--- src/hdl/hhra_consts.svh ---
// Named constants for the host hold and refresh arbiter.
`ifndef HHRA_CONSTS_SVH
`define HHRA_CONSTS_SVH
`define HHRA_STATUS_W 4
`define HHRA_HIDDEN_EN_BIT 1
`define HHRA_SYNC_STAGES 2
`define HHRA_ZERO1 1'h0
`define HHRA_ONE1 1'h1
`define HHRA_ZERO4 4'h0
`endif

--- src/hdl/hhra_pkg.sv ---
// Types shared by the host hold and refresh arbiter.
package hhra_pkg;
  typedef enum logic [1:0] {
    HHRA_IDLE = 2'h0,
    HHRA_HOLD_WAIT = 2'h1,
    HHRA_GRANTED = 2'h3,
    HHRA_HIDDEN = 2'h2
  } hhra_state_type;
endpackage

--- src/hdl/hhra_arbiter.sv ---
// Host hold and refresh arbiter with sideband status and test strap.
`timescale 1ns/100ps
`include "hhra_consts.svh"
module hhra_arbiter #(
  parameter int STATUS_W = `HHRA_STATUS_W
) (
  // Clock, reset, enable
  input wire logic i_clk,
  input wire logic i_rst,
  input wire logic i_ce,
  // Hidden refresh enable bits from the two configuration registers
  input wire logic [7:0] i_cfg_a,
  input wire logic [7:0] i_cfg_b,
  // Requests from the system peripheral
  input wire logic i_delayed_hold_request,
  input wire logic i_refresh_request,
  input wire logic i_slowdown_hold_req_n,
  // CPU handshake
  output logic o_host_hold_request,
  input wire logic i_host_hold_ack,
  input wire logic i_cpu_bus_request,
  // Host cycle status
  input wire logic i_eisa_cycle_active,
  input wire logic i_eisa_cycle_request,
  input wire logic i_local_device_n,
  input wire logic i_coproc_select_n,
  input wire logic i_local_memory_n,
  output logic o_eisa_cycle_stall,
  // Memory controller
  input wire logic i_memctl_ready,
  // Acknowledge to peripheral
  output logic o_refresh_or_hold_ack,
  // Shared miss and test-strap pin
  input wire logic i_host_miss_n,
  output logic o_host_miss_n,
  output logic o_host_miss_oe,
  // Power and reset switch
  input wire logic i_power_good,
  input wire logic i_reset_switch_n,
  input wire logic i_isa_wide_io_test_select,
  output logic o_test_mode,
  // Sideband to peripheral
  input wire logic [STATUS_W-1:0] i_interchip_status,
  input wire logic [STATUS_W-1:0] i_status_out,
  input wire logic i_status_drive,
  output logic [STATUS_W-1:0] o_interchip_status,
  output logic o_interchip_status_oe,
  output logic [STATUS_W-1:0] o_status_in,
  input wire logic i_delayed_ready,
  input wire logic i_delayed_ready_out,
  input wire logic i_delayed_ready_drive,
  output logic o_delayed_ready,
  output logic o_delayed_ready_oe,
  output logic o_delayed_ready_in,
  input wire logic i_eisa_master_active_n,
  input wire logic i_isa_master_active_n,
  output logic o_eisa_master,
  output logic o_isa_master
);
  // ****************************************
  // Input synchronisers
  // ****************************************
  localparam int NSYNC = 10;
  logic [NSYNC-1:0] raw;
  logic [NSYNC-1:0] syn;
  logic [STATUS_W-1:0] st_sync;
  logic s_delayed_hold_request;
  logic s_refresh;
  logic s_slow_n;
  logic s_hlda;
  logic s_cpu_bus_request;
  logic s_ready;
  logic s_pgood;
  logic s_rsw_n;
  logic s_tsel;
  logic s_strap_n;

  assign raw = {i_delayed_hold_request, i_refresh_request,
    i_slowdown_hold_req_n, i_host_hold_ack, i_cpu_bus_request,
    i_memctl_ready, i_power_good, i_reset_switch_n,
    i_isa_wide_io_test_select, i_host_miss_n};
  // Each synchroniser but power good and the reset switch, which start low, starts at
  // the idle level of its pin, so that no false hold, miss or strap reading appears in
  // the cycles after reset.
  localparam logic [NSYNC-1:0] RSTV = {`HHRA_ZERO1, `HHRA_ZERO1,
    `HHRA_ONE1, `HHRA_ZERO1,
    `HHRA_ZERO1, `HHRA_ONE1, `HHRA_ZERO1, `HHRA_ZERO1, `HHRA_ZERO1,
    `HHRA_ONE1};
  assign {s_delayed_hold_request, s_refresh, s_slow_n, s_hlda, s_cpu_bus_request, s_ready,
    s_pgood, s_rsw_n, s_tsel, s_strap_n} = syn;

  genvar g;
  generate
    for (g = 0; g < NSYNC; g++) begin : g_sync
      hhra_sync #(
        .RESET_VALUE(RSTV[g])
      ) u_sync (
        .i_clk(i_clk),
        .i_rst(i_rst),
        .i_ce(i_ce),
        .i_d(raw[g]),
        .o_q(syn[g])
      );
    end
    for (g = 0; g < STATUS_W; g++) begin : g_st
      hhra_sync u_st (
        .i_clk(i_clk),
        .i_rst(i_rst),
        .i_ce(i_ce),
        .i_d(i_interchip_status[g]),
        .o_q(st_sync[g])
      );
    end
  endgenerate

  // ****************************************
  // State record
  // ****************************************
  typedef struct packed {
    hhra_pkg::hhra_state_type state;
    logic hold;
    logic ack;
    logic miss_n;
    logic miss_oe;
    logic power_ok;
    logic test_mode;
    logic stall;
    logic st_oe;
    logic [STATUS_W-1:0] st_out;
    logic [STATUS_W-1:0] st_in;
    logic dr_oe;
    logic dr_out;
    logic dr_in;
    logic eisa_m;
    logic isa_m;
    logic dr_sync1;
    logic dr_sync2;
    logic em_sync1;
    logic em_sync2;
    logic im_sync1;
    logic im_sync2;
  } hhra_regs_type;

  hhra_regs_type r;
  hhra_regs_type next_r;

  logic hidden_en;
  logic hold_src;
  logic pending_eisa;
  logic power_up;

  assign hidden_en = i_cfg_a[`HHRA_HIDDEN_EN_BIT] &
    i_cfg_b[`HHRA_HIDDEN_EN_BIT];
  assign pending_eisa = i_eisa_cycle_request & i_local_device_n &
    i_coproc_select_n & i_local_memory_n;
  assign power_up = s_pgood & s_rsw_n;

  always_comb begin
    next_r = r;
    hold_src = s_delayed_hold_request | (s_refresh & ~hidden_en) | ~s_slow_n;
    if (i_ce) begin
      next_r.hold = hold_src;
      case (r.state)
        hhra_pkg::HHRA_IDLE: begin
          next_r.ack = `HHRA_ZERO1;
          if (s_delayed_hold_request | (s_refresh & ~hidden_en)) begin
            next_r.state = hhra_pkg::HHRA_HOLD_WAIT;
          end else if (s_refresh & hidden_en & ~i_eisa_cycle_active &
              s_ready) begin
            next_r.state = hhra_pkg::HHRA_HIDDEN;
            next_r.ack = `HHRA_ONE1;
          end
        end
        hhra_pkg::HHRA_HOLD_WAIT: begin
          if (~(s_delayed_hold_request | s_refresh)) begin
            next_r.state = hhra_pkg::HHRA_IDLE;
          end else if (s_hlda & s_ready) begin
            next_r.state = hhra_pkg::HHRA_GRANTED;
            next_r.ack = `HHRA_ONE1;
          end
        end
        hhra_pkg::HHRA_GRANTED: begin
          if (~(s_delayed_hold_request | s_refresh)) begin
            next_r.state = hhra_pkg::HHRA_IDLE;
            next_r.ack = `HHRA_ZERO1;
          end
        end
        hhra_pkg::HHRA_HIDDEN: begin
          if (~s_refresh) begin
            next_r.state = hhra_pkg::HHRA_IDLE;
            next_r.ack = `HHRA_ZERO1;
          end
        end
        default: begin
          next_r.state = hhra_pkg::HHRA_IDLE;
          next_r.ack = `HHRA_ZERO1;
        end
      endcase
      // In hidden refresh every cycle with the EISA cycle request up is held, local ones included;
      // other CPU work runs on beside the refresh.
      // in hidden refresh all EISA cycle requests wait, local too
      next_r.stall = (next_r.state == hhra_pkg::HHRA_HIDDEN) &
        i_eisa_cycle_request;
      // miss on non-local EISA request in hidden refresh, hold or bus request
      next_r.miss_n = ~(((r.state == hhra_pkg::HHRA_HIDDEN) & r.ack &
        pending_eisa) | r.hold | s_cpu_bus_request);
      // The enable lags power by one edge so that the strap is read first.
      // float pin during power or switch low
      next_r.power_ok = power_up;
      next_r.miss_oe = power_up & r.power_ok;
      // The pin is still released on this edge, so the synchronised
      // pin value is the strap and not the miss output.
      // strap caught at leading edge
      if (power_up & ~r.power_ok) begin
        next_r.test_mode = ~s_strap_n & s_tsel;
      end
      next_r.st_oe = i_status_drive;
      next_r.st_out = i_status_out;
      next_r.st_in = st_sync;
      next_r.dr_sync1 = i_delayed_ready;
      next_r.dr_sync2 = r.dr_sync1;
      next_r.dr_in = r.dr_sync2;
      next_r.dr_oe = i_delayed_ready_drive;
      next_r.dr_out = i_delayed_ready_out;
      next_r.em_sync1 = ~i_eisa_master_active_n;
      next_r.em_sync2 = r.em_sync1;
      next_r.eisa_m = r.em_sync2;
      next_r.im_sync1 = ~i_isa_master_active_n;
      next_r.im_sync2 = r.im_sync1;
      next_r.isa_m = r.im_sync2;
    end
  end

  // ****************************************
  // State register
  // ****************************************
  always_ff @(posedge i_clk) begin
    if (i_rst) begin
      r <= '0;
      r.state <= hhra_pkg::HHRA_IDLE;
      r.miss_n <= `HHRA_ONE1;
      r.st_out <= '0;
      r.st_in <= '0;
    end else begin
      r <= next_r;
    end
  end

  assign o_host_hold_request = r.hold;
  assign o_refresh_or_hold_ack = r.ack;
  assign o_eisa_cycle_stall = r.stall;
  assign o_host_miss_n = r.miss_n;
  assign o_host_miss_oe = r.miss_oe;
  assign o_test_mode = r.test_mode;
  assign o_interchip_status = r.st_out;
  assign o_interchip_status_oe = r.st_oe;
  assign o_status_in = r.st_in;
  assign o_delayed_ready = r.dr_out;
  assign o_delayed_ready_oe = r.dr_oe;
  assign o_delayed_ready_in = r.dr_in;
  assign o_eisa_master = r.eisa_m;
  assign o_isa_master = r.isa_m;
endmodule

--- src/hdl/hhra_sync.sv ---
// Two-flop synchroniser for one input from outside the clock domain.
`timescale 1ns/100ps
module hhra_sync #(
  parameter logic RESET_VALUE = 1'h0
) (
  // Clock, reset, enable
  input wire logic i_clk,
  input wire logic i_rst,
  input wire logic i_ce,
  // Data
  input wire logic i_d,
  output logic o_q
);
  typedef struct packed {
    logic first;
    logic second;
  } hhra_sync_type;

  hhra_sync_type r;
  hhra_sync_type next_r;

  always_comb begin
    next_r = r;
    if (i_ce) begin
      next_r.first = i_d;
      next_r.second = r.first;
    end
  end

  always_ff @(posedge i_clk) begin
    if (i_rst) begin
      r <= {RESET_VALUE, RESET_VALUE};
    end else begin
      r <= next_r;
    end
  end

  assign o_q = r.second;
endmodule
--- config.mk ---
export PLATFORM = sky130hd
export DESIGN_NAME = hhra_arbiter
export DESIGN_NICKNAME = d
export VERILOG_FILES = /design/src/hdl/hhra_pkg.sv /design/src/hdl/hhra_arbiter.sv /design/src/hdl/hhra_sync.sv
export VERILOG_INCLUDE_DIRS = /design/src /design/src/hdl
export SDC_FILE = /design/constraint.sdc
export NUM_CORES = 1
export LEC_CHECK = 0
export ABC_CLOCK_PERIOD_IN_PS = 1900
export BUFFER_PORTS_ARGS = -buffer_cell sky130_fd_sc_hd__buf_4
export CORE_MARGIN = 5
export CORE_UTILIZATION = 40
export DETAILED_ROUTE_END_ITERATION = 8
export SETUP_SLACK_MARGIN = 0.3
export SLEW_MARGIN = 20
export SYNTH_ARGS = -nofsm -noshare
export SYNTH_HDL_FRONTEND = slang
export SYNTH_SLANG_ARGS = --single-unit
--- constraint.sdc ---
create_clock -name i_clk -period 1.9 [get_ports i_clk]
set_input_delay 0.38 -clock i_clk [delete_from_list [all_inputs] [get_ports i_clk]]
set_output_delay 0.38 -clock i_clk [all_outputs]
set_load 0.02 [all_outputs]
# Word level (Yosys, flattened, before mapping)
# Cells that the tools add are included.
# totals
reg_bits,57
input_bits,48
out_inout_bits,20
elab_cells,105
# op_classes
n_eq_ne,8
mux,15
bitwise,29
reduce_logical,3
# op_table
operator,n
bitwise AND 1 bit,16
two-way mux 2 bit,7
inequality test 2 bit (second input constant),4
inverter 1 bit,8
case mux 2 bit (4 select lines),1
equality test 2 bit (second input constant),3
two-way mux 1 bit,6
bitwise OR 1 bit,5
AND reduction 5 bit,1
case mux 1 bit (4 select lines),1
equality test 2 x 1 -> 1 bit (second input constant),1
logical NOT 2 bit,1
AND reduction 2 bit,1

# Depth between registers and ports, before layout
# Gate-level depths: netlist of the first run.
# depth
depth_word,10
ltp_mapped,5
depth_no_buf,3

# Modules after synthesis
# Synthesis of the first run repeated with hierarchy kept, for this count alone.
# unflattened
cells_unflattened,210
hier_area_um2,2195.9
# by_module_without_submodules
module,n_inst,cells_each,area_each_um2,seq_area_each_um2
hhra_arbiter,1,126,1242.4,580.6
hhra_sync (g_st[0].u_st ...),11,6,67.6,40.0
hhra_sync (g_sync[0].u_sync ...),3,6,70.1,40.0

# Worst setup path after synthesis of the first run
# No wires, ideal clock.
# synth_path
path_kind,input to register
from,in i_ce
to,reg g_sync[0].u_sync.r (netlist bit g_sync[0].u_sync.o_q)
setup_time_ns,0.122
arrival_ns,1.295
t_required_ns,1.778
path_slack_ns,0.483
stages,5
path_buffers,3
cell_sequence,clkbuf_1 buf_2 buf_2 mux2i_1 nand2_1
# synth_lines
item,line,rtl
start: declaration,hhra_arbiter.sv:10,"input wire logic i_ce,"
end signal: assignment,hhra_sync.sv:32,"r <= {RESET_VALUE, RESET_VALUE};"
end signal: assignment,hhra_sync.sv:34,r <= next_r;
end: declaration,hhra_sync.sv:19,hhra_sync_type r;

# Worst setup path after layout of the first run
# layout_path
from,reg r[28] (netlist name)
to,reg r (netlist bit o_eisa_cycle_stall)
# layout_between
elab_chain_cells,6
# layout_lines
item,line,rtl
start: declaration,hhra_arbiter.sv:144,hhra_regs_type r;
start signal: assignment,hhra_arbiter.sv:245,r <= next_r;
"two-way mux 2 bit, on equally long branches","hhra_arbiter.sv:177, hhra_arbiter.sv:168",
"two-way mux 2 bit, on equally long branches","hhra_arbiter.sv:175, hhra_arbiter.sv:166",
case mux 2 bit (4 select lines) *,hhra_arbiter.sv:163,case (r.state)
two-way mux 2 bit *,hhra_arbiter.sv:161,if (i_ce) begin
equality test 2 bit *,hhra_arbiter.sv:202,next_r.stall = (next_r.state == hhra_pkg::HHRA_HIDDEN) &
bitwise AND 1 bit *,hhra_arbiter.sv:202,
# Mark *: on every way between the ends. The rest lies on a longest branch, timed or not. The select of a mux whose other input is x is not followed.
# A chain may end at the register's enable or synchronous reset.

==> out/metrics.yaml, run 1 <==
layout:
  fillCellCount: 534
  regArea_sq_um: 1140
  fin_area_sq_um: 2760
  final_layout_size_suffix_gt1_share_pct: 26.9
  layout.nets: 314
  n_antenna_cell: 0
  multi_input_area_sq_um: 918
  syn2layout_area_growth_pct: 25.8
logic_synthesis:
  synthFlopType: "dfxtp_1"
  synth_xor_area_share_pct: 0
  avgSynthCellArea_sq_um: 10.1
  synth_top_family_by_area: "multiplexers"
  synth-simple-area-share_pct: 13.6
  synth_area_leaders: "dfxtp_1 52%, mux2i_1 21%, nor2_1 7.7%"
  yosysWarnings: 0
  ys_seq_area_share_pct: 52.0
  synth_compound_area_share_pct: 7.24
  synth_seq_cells: 57
  synth_cell_types: 31
  syn-instance-count: 218
  synth-edff-count: 0
  synth-async-reset-ratio_pct: 0
  synth.area.mux_share_pct: 21.0
  syn-num-nets: 266
  synth.most_common_cell: "dfxtp_1"
  netlist_area_sq_um: 2190
  ys_top_cells_by_count: "57 x dfxtp_1, 46 x mux2i_1, 45 x nor2_1"
  synth_top_area_cell: "dfxtp_1"
  yosys.area_share.adder_pct: 0
  synth_top_cell_area_share_pct: 52.0
grt:
  grt_pass1_vias: 1601
  grt_max_degree: 43
  antenna_found_initial: 0
  grt.overflow.total: 0
  grt_pass1_wl_microns: 7270
  grt_usage_pct: 12.9
floorplanning:
  chipHeight_microns: 84.1
  core_sq_um: 5410
  die_x_microns: 84.1
  initial_core_util_pct: 40.6
  ios: 68
  fp-row-count: 27
  dieArea_sq_um: 7060
timing:
  post-route-period-util_pct: 77.2
  slew_headroom_pct: 71.0
  rsz0062_at_grt: "no"
  skew_ns: 0.00181
  period_needed_ns: 1.47
  drv_slew: 0
  worstMarginPinSlew_ns: 0.435
  setup_tns_ns: 0
  clock.fmax_ghz: 0.682
  setup_viol: 0
  hold_viol_final: 0
placement:
  placed_area_sq_um: 2600
  io_buffer_count: 53
  hpwl_microns: 2950
  gp_congestion: 0.811
worst_setup_path:
  crit_start: "r[28]"
  endpoint_kind: "flop"
  cp_max_fo: 8
  cp.required_ns: 2.13
  crit_type: "flop to flop"
  start_kind: "flop"
  worstPathCellList: "or3b_1, o32a_1, o41ai_2"
  crit_path_max_incr_delay_ns: 0.40
  reg2reg_from: "r[28]"
  critPathSlowestCell: "or3b_1"
  arrival_ns: 1.70
clock_network:
  cts_tree: "done"
  ctsLongestPathBuffers: 2
  h-tree-depth: 3
  clk_pin_slew_worst_paths_ns: 0.06
  root_buffer: "clkbuf_8"
  cts_num_sinks: 57
  cts_made_buffers: 9
  clkLatencyLatePin_ns: 0.32
pwr:
  powerDensity_nw_per_um2: 882
  p_sw_w: 0.000589
  pwr-share-comb_pct: 10.3
  p_int_w: 0.00185
  seqPwrFrac_pct: 52.7
  clockPowerShare_pct: 37.0
  ir_worst_vdd_uv: 453
  power_leakage_nw: 1.28
  switching_share_pct: 24.2
route:
  dr.first_iter.drc_count: 112
  wl_microns: 4240
  vias: 1622
  avgRoutedWirePerCell_microns: 12.4
  drtAntennaViolNets: 0
  via_per_inst: 4.73
  firstDrtPassIters: 4
  drc: 0
run:
  maxCapViolCount: 0
outcome:
  run_status: "finished, final reports clean"
worst_hold_path:
  min_from: "i_isa_master_active_n"
  min_path_type: "input pin to flop"
==> worst paths after layout <==
check / end / slack, ns / cells past startpoint
worst max-delay path: o_eisa_cycle_stall / 0.43 / 3
worst min-delay path: r[1] / 0.24 / 2
worst max register to register: o_eisa_cycle_stall / 0.43 / 3
worst min register to register: o_host_miss_n / 0.46 / 1
==> area by class of cell <==
cell class              count  area share (%)
well taps                  72            3.26
multi-input cells         135            33.3
clock inverters             4           0.725
flip-flops and latches     57            41.4
repair buffers             58            15.8
inverters                   5           0.680
clock buffers              12            4.90
==> stage by stage <==
step	hold slack (ns)	worst slack [ns]	total power [W]	cells	util, %
5_1_grt	0.238	0.358	0.00256	343	51.1
4_1_cts	0.219	0.371	0.00247	343	51.0
6_report	0.239	0.433	0.00243	343	51.1
3_3_place_gp	0.448	0.396	0.00156	327	48.2
3_5_place_dp	0.462	0.388	0.00156	327	48.2
2_1_floorplan	0.420	0.483	0.00146	218	-
==> layout by cell type, fill, tap and decap left out <==
| cell type | count |
|---|---|
| a211oi_1 | 3 |
| a21oi_1 | 6 |
| a221oi_1 | 2 |
| a31oi_1 | 1 |
| and3b_1 | 1 |
| buf_4 | 58 |
| clkbuf_1 | 3 |
| clkbuf_8 | 9 |
| clkinv_2 | 4 |
| dfxtp_1 | 56 |
| dfxtp_2 | 1 |
| inv_1 | 5 |
| mux2i_1 | 46 |
| nand2_1 | 9 |
| nand2b_1 | 2 |
| nand3_1 | 2 |
| nand3b_1 | 1 |
| nand4_1 | 2 |
| nand4b_1 | 1 |
| nor2_1 | 45 |
| nor3_1 | 1 |
| nor4_1 | 1 |
| o211a_1 | 2 |
| o21ai_0 | 2 |
| o221ai_1 | 1 |
| o311ai_1 | 1 |
| o32a_1 | 1 |
| o41ai_1 | 1 |
| o41ai_2 | 1 |
| or2_0 | 1 |
| or3b_1 | 1 |
| or4b_1 | 1 |
==> power groups by stage <==
stage	registers (W)	clock network [W]	logic, W
finish	0.00128	0.000899	0.000251
CTS	0.00128	0.000935	0.000255
detailed placement	0.00131	0	0.000254
floorplan	0.00131	0	0.000152
global route	0.00129	0.000989	0.000277
global placement	0.00131	0	0.000252
==> cells by family (layout without fill, tap and decap cells) <==
group | after synthesis | in the layout
mux | 46 | 46
flops | 57 | 57
simple gates | 68 | 68
compound gates | 21 | 21
buf+inv | 26 | 79
==> routing by layer <==
metal / wire, microns / track usage [%]
met5: 0 / 0
met4: 89 / 8.63
met3: 204 / 3.85
met2: 1920 / 19.3
met1: 2020 / 15.9
==> critical path, delay by kind of cell, from the launching register on <==
family / cells / cell delay (ns)
AO/OA/AOI/OAI: 2 / 0.60
AND/OR/NAND/NOR: 1 / 0.40
flip-flops: 1 / 0.37
==> what timing repair did <==
item / 4_1_cts / 5_1_grt
endpoints found under the setup margin: 0 / 1
endpoints found under the hold margin: 0 / 0
gates resized for setup: 0 / 1
hold buffers: 0 / 0
setup buffers: 0 / 0
==> state kept, by name, summed over array words and instances, names as in the netlist, 4 cells and up <==
signal,count
g_sync.u_sync.r,10
r,9
g_sync.u_sync.o_q,10
o_status_in,4
g_st.u_st.r,4
o_interchip_status,4
g_st.u_st.o_q,4
(Power assumes the default switching activity.)
==> run 2: changes to the inputs <==
ABC_CLOCK_PERIOD_IN_PS = 1500   (was 1900)
clock period = 1.5 ns   (was 1.9 ns; I/O delays follow)
==> out/metrics.yaml, run 2 (synthesized netlist as in run 1, its figures left out) <==
outcome:
  run_status: "finished, final reports clean"
pwr:
  switching_share_pct: 22.8  # -1.4 points
  seqPwrFrac_pct: 51.6  # -1.1 points
  ir_worst_vdd_uv: 612  # +35%
  power_leakage_nw: 1.30  # +1.3%
  clockPowerShare_pct: 37.9  # +0.9 points
  p_int_w: 0.00243  # +32%
  pwr-share-comb_pct: 10.6  # +0.3 points
  p_sw_w: 0.000717  # +22%
  powerDensity_nw_per_um2: 1120  # +27%
timing:
  skew_ns: 0.00576  # +0.00395 ns
  slew_headroom_pct: 76.4  # +5.4 points
  rsz0062_at_grt: "yes"
  setup_viol: 0  # unchanged
  post-route-period-util_pct: 92.9  # +16 points
  period_needed_ns: 1.39  # -0.0726 ns
  clock.fmax_ghz: 0.717  # +5.2%
  drv_slew: 0  # unchanged
  setup_tns_ns: 0  # unchanged
  worstMarginPinSlew_ns: 0.353  # -0.0817 ns
  hold_viol_final: 0  # unchanged
layout:
  fin_area_sq_um: 2810  # +1.9%
  final_common_cell: "buf_4"
  final_layout_size_suffix_gt1_share_pct: 29.9  # +3.0 points
  final_cell_mix: "60 x buf_4, 53 x dfxtp_1, 46 x mux2i_1"
  layout.nets: 316  # +0.64%
  n_antenna_cell: 0  # unchanged
  syn2layout_area_growth_pct: 28.2
floorplanning:
  initial_core_util_pct: 40.6  # unchanged
  dieArea_sq_um: 7060  # unchanged
  chipHeight_microns: 84.1  # unchanged
  fp-row-count: 27  # unchanged
  core_sq_um: 5410  # unchanged
  die_x_microns: 84.1  # unchanged
  ios: 68  # unchanged
worst_setup_path:
  critPathSlowestCell: "or3b_4"
  start_kind: "flop"
  endpoint_kind: "flop"
  crit_path_max_incr_delay_ns: 0.39  # about the same
  arrival_ns: 1.61  # -0.09 ns
  crit_buf_inv: 0  # unchanged
  crit_type: "flop to flop"
  cp.required_ns: 1.72  # -0.41 ns
  worstPathCellList: "or3b_4, o32a_1, o41ai_2"
  cp_max_fo: 2  # -6
  crit_family: "compound AO/OA/AOI/OAI gates"
route:
  wl_microns: 4400  # +3.7%
  firstDrtPassIters: 5  # +1
  via_per_inst: 4.77  # +0.80%
  drtAntennaViolNets: 0  # unchanged
  drc: 0  # unchanged
  avgRoutedWirePerCell_microns: 12.8  # +3.7%
  vias: 1635  # +0.80%
  dr.first_iter.drc_count: 65  # -42%
placement:
  placed_area_sq_um: 2620  # +0.67%
  gp_congestion: 0.827  # +2.0%
  io_buffer_count: 53  # unchanged
  hpwl_microns: 3010  # +2.3%
grt:
  grt_usage_pct: 13.0  # +0.056 points
  grt_pass1_vias: 1633  # +2.0%
  grt.overflow.total: 0  # unchanged
  grt_max_degree: 32  # -26%
  grt_pass1_wl_microns: 7370  # +1.4%
  antenna_found_initial: 0  # unchanged
clock_network:
  cts_tree: "done"
  clk_pin_slew_worst_paths_ns: 0.06  # about the same
  ctsLongestPathBuffers: 2  # unchanged
  h-tree-depth: 3  # unchanged
  clkLatencyLatePin_ns: 0.31  # about the same
  hold_buffers: 0  # unchanged
  post_cts_buffers: 0  # unchanged
  root_buffer: "clkbuf_8"
  cts_made_buffers: 9  # unchanged
  cts_num_sinks: 57  # unchanged
run:
  maxCapViolCount: 0  # unchanged
worst_hold_path:
  min_path_type: "input pin to flop"
-- run 2: cell types whose count changed in the layout (fill, tap and decap cells not counted), moves of 2 or more --
cell,before,now
dfxtp_1,56,53
clkinv_2,4,0
clkbuf_8,9,11
buf_4,58,60
dfxtp_2,1,4
-- run 2: layout make-up --
| type | instances | area [sq um] |
|---|---|---|
| timing repair buffer | 60 | 450 |
| multi-input combinational | 135 | 945 |
| clock buffer | 14 | 163 |
| sequential | 57 | 1150 |
| fill | 522 | 2590 |
| tap | 72 | 90.1 |
| inverter | 5 | 18.8 |
-- run 2: final timing paths --
check             depth (start not counted)                    from  slack [ns]                 end
setup / recovery                          3                   r[28]        0.11  o_eisa_cycle_stall
hold / removal                            2  i_eisa_master_active_n        0.17                r[3]
setup reg to reg                          3                   r[28]        0.11  o_eisa_cycle_stall
hold reg to reg                           1    g_sync[5].u_sync.o_q        0.46       o_host_miss_n
-- run 2: through the flow --
stage | worst slack (ns) | hold slack, ns | power [W] | std cells | util, %
2_1_floorplan | 0.145 | 0.399 | 0.00186 | 218 | -
3_3_place_gp | 0.134 | 0.445 | 0.00198 | 329 | 48.5
3_5_place_dp | 0.125 | 0.444 | 0.00198 | 329 | 48.5
4_1_cts | 0.110 | 0.149 | 0.00319 | 343 | 51.6
5_1_grt | 0.0104 | 0.146 | 0.00331 | 343 | 52.0
6_report | 0.106 | 0.170 | 0.00315 | 343 | 52.0
-- run 2: layer usage --
metal	up-vias	global-route usage, %	wire (microns)
li1	842	-	-
met1	754	16.1	2110
met2	35	19.2	1970
met3	4	4.84	278
met4	0	7.46	40
met5	-	0	0
-- run 2: power by group through the flow --
| stage | clock, W | combinational, W | sequential, W |
|---|---|---|---|
| floorplan | 0 | 0.000198 | 0.00166 |
| global placement | 0 | 0.000327 | 0.00165 |
| detailed placement | 0 | 0.000330 | 0.00165 |
| CTS | 0.00124 | 0.000334 | 0.00162 |
| global route | 0.00131 | 0.000366 | 0.00163 |
| finish | 0.00119 | 0.000333 | 0.00162 |
-- run 2: what timing repair did --
action	in CTS	in global routing
cloned	0	0
endpoints found under the hold margin	0	0
endpoints found under the setup margin	4	5
gates resized for setup	1	7
pin swaps	1	2
==> run 3: changes to the inputs <==
ABC_CLOCK_PERIOD_IN_PS = 1700   (was 1500)
CORE_UTILIZATION = 50   (was 40)
PLACE_DENSITY = 0.78   (was default)
clock period = 1.7 ns   (was 1.5 ns; I/O delays follow)
==> out/metrics.yaml, run 3 (synthesized netlist as in run 1, its figures left out) <==
timing:
  fin_hold_ws_ns: 0.193  # +0.0228 ns
  drv_slew: 0  # unchanged
  layout_setup_ws_ns: 0.239  # +0.133 ns
  setup_tns_ns: 0  # unchanged
  post-route-period-util_pct: 85.9  # -7.0 points
  rsz0062_at_grt: "yes"
  slew_headroom_pct: 73.9  # -2.5 points
  clock.fmax_ghz: 0.684  # -4.6%
  period_needed_ns: 1.46  # +0.0669 ns
  worstMarginPinSlew_ns: 0.385  # +0.0320 ns
  skew_ns: 0.00388  # -0.00188 ns
  setup_viol: 0  # unchanged
  hold_viol_final: 0  # unchanged
grt:
  antenna_found_initial: 0  # unchanged
  grt_pass1_wl_microns: 7050  # -4.3%
  grt_pass1_vias: 1675  # +2.6%
  grt.overflow.total: 0  # unchanged
  grt_usage_pct: 14.7  # +1.7 points
  grt_max_degree: 32  # unchanged
pwr:
  power_leakage_nw: 1.30  # -0.38%
  ir_worst_vdd_uv: 583  # -4.7%
  power_w: 0.00277  # -12%
  powerDensity_nw_per_um2: 999  # -11%
placement:
  pre_cts_ws_ns: 0.227  # +0.102 ns
  gp_congestion: 0.821  # -0.81%
  hpwl_microns: 2980  # -1.2%
  io_buffer_count: 53  # unchanged
worst_setup_path:
  reg2reg_from: "r[28]"
  cp_max_fo: 8  # +6
  r2r_end: "o_eisa_cycle_stall"
  critPathSlowestCell: "or3b_1"
  worstPathCellList: "or3b_1, o32a_1, o41ai_2"
  crit_type: "flop to flop"
  arrival_ns: 1.69  # +0.08 ns
  endpoint_kind: "flop"
  start_kind: "flop"
  crit_path_max_incr_delay_ns: 0.39  # about the same
  reg2regPathDepth: 3  # unchanged
  r2r_slack_ns: 0.24  # +0.13 ns
  cp.required_ns: 1.92  # +0.20 ns
route:
  avgRoutedWirePerCell_microns: 13.3  # +3.6%
  firstDrtPassIters: 4  # -1
  vias: 1684  # +3.0%
  drtAntennaViolNets: 0  # unchanged
  wl_microns: 4290  # -2.4%
  drc: 0  # unchanged
  dr.first_iter.drc_count: 55  # -15%
  via_per_inst: 5.21  # +9.4%
floorplanning:
  fp-row-count: 24  # -11%
  dieArea_sq_um: 5810  # -18%
  ios: 68  # unchanged
  initial_core_util_pct: 51.1  # +10 points
  die_x_microns: 76.2  # -9.3%
  core_sq_um: 4290  # -21%
  chipHeight_microns: 76.2  # -9.3%
layout:
  layout.nets: 316  # unchanged
  n_antenna_cell: 0  # unchanged
  syn2layout_area_growth_pct: 26.2
  final_layout_size_suffix_gt1_share_pct: 28.0  # -1.8 points
  fin_util_pct: 64.5  # +12 points
  final_cell_mix: "60 x buf_4, 54 x dfxtp_1, 46 x mux2i_1"
  final_common_cell: "buf_4"
run:
  maxCapViolCount: 0  # unchanged
clock_network:
  clkLatencyLatePin_ns: 0.32  # about the same
  hold_buffers: 0  # unchanged
  cts_tree: "done"
  h-tree-depth: 3  # unchanged
  ctsLongestPathBuffers: 2  # unchanged
  clk_pin_slew_worst_paths_ns: 0.06  # about the same
  cts_num_sinks: 57  # unchanged
  root_buffer: "clkbuf_8"
  cts_made_buffers: 9  # unchanged
worst_hold_path:
  min_path_type: "input pin to flop"
  worstHoldEndpoint: "r[3]"
  holdPathStages: 2  # unchanged
  min_from: "i_eisa_master_active_n"
outcome:
  run_status: "finished, final reports clean"
run 3: metrics by stage:
stage                     instances  area, sq um
after CTS                       320         2740
final                           323         2770
after global routing            323         2770
after floorplan                 218         2190
after global placement          306         2570
after detailed placement        306         2570
run 3: area by class of cell:
type | count | area, sq um
Fill cell | 377 | 1530
Sequential cell | 57 | 1150
Multi-Input combinational cell | 135 | 923
Timing Repair Buffer | 60 | 450
Clock buffer | 14 | 163
Tap cell | 52 | 65.1
Inverter | 5 | 18.8
run 3: critical path, delay by kind of cell (launching register included):
kind | cells | cell delay [ns]
compound gates | 2 | 0.63
flops | 1 | 0.35
simple gates | 1 | 0.39
run 3: how the worst max path moves through the flow:
stage               slack [ns]              endpoint  depth (start not counted)                 start
floorplan                 0.32  g_sync[0].u_sync.o_q                          5                  i_ce
global placement          0.27    o_eisa_cycle_stall                          3                 r[28]
detailed placement        0.23    o_eisa_cycle_stall                          3  g_sync[9].u_sync.o_q
CTS                       0.24    o_eisa_cycle_stall                          3  g_sync[8].u_sync.o_q
global route              0.21    o_eisa_cycle_stall                          3                 r[28]
finish                    0.24    o_eisa_cycle_stall                          3                 r[28]
run 3: routing by layer:
metal  global-route usage (%)  share of wire (%)  vias up
li1                         -                  -      841
met4                     9.97                1.8        0
met3                     4.02                5.1        6
met1                     15.5                 44      801
met5                        0                  0        -
met2                     25.2                 50       36
run 3: repair_timing:
item | 4_1_cts | 5_1_grt
resized for setup | 3 | 1
endpoints found under the hold margin | 0 | 0
endpoints found under the setup margin | 2 | 2
buffers inserted | 0 | 3
pin swaps | 0 | 0
run 3: report_power, final:
group          total [W]  internal [W]  switching (W)
sequential       0.00143       0.00140      0.0000387
combinational   0.000285      0.000149       0.000136
clock            0.00105      0.000594       0.000453
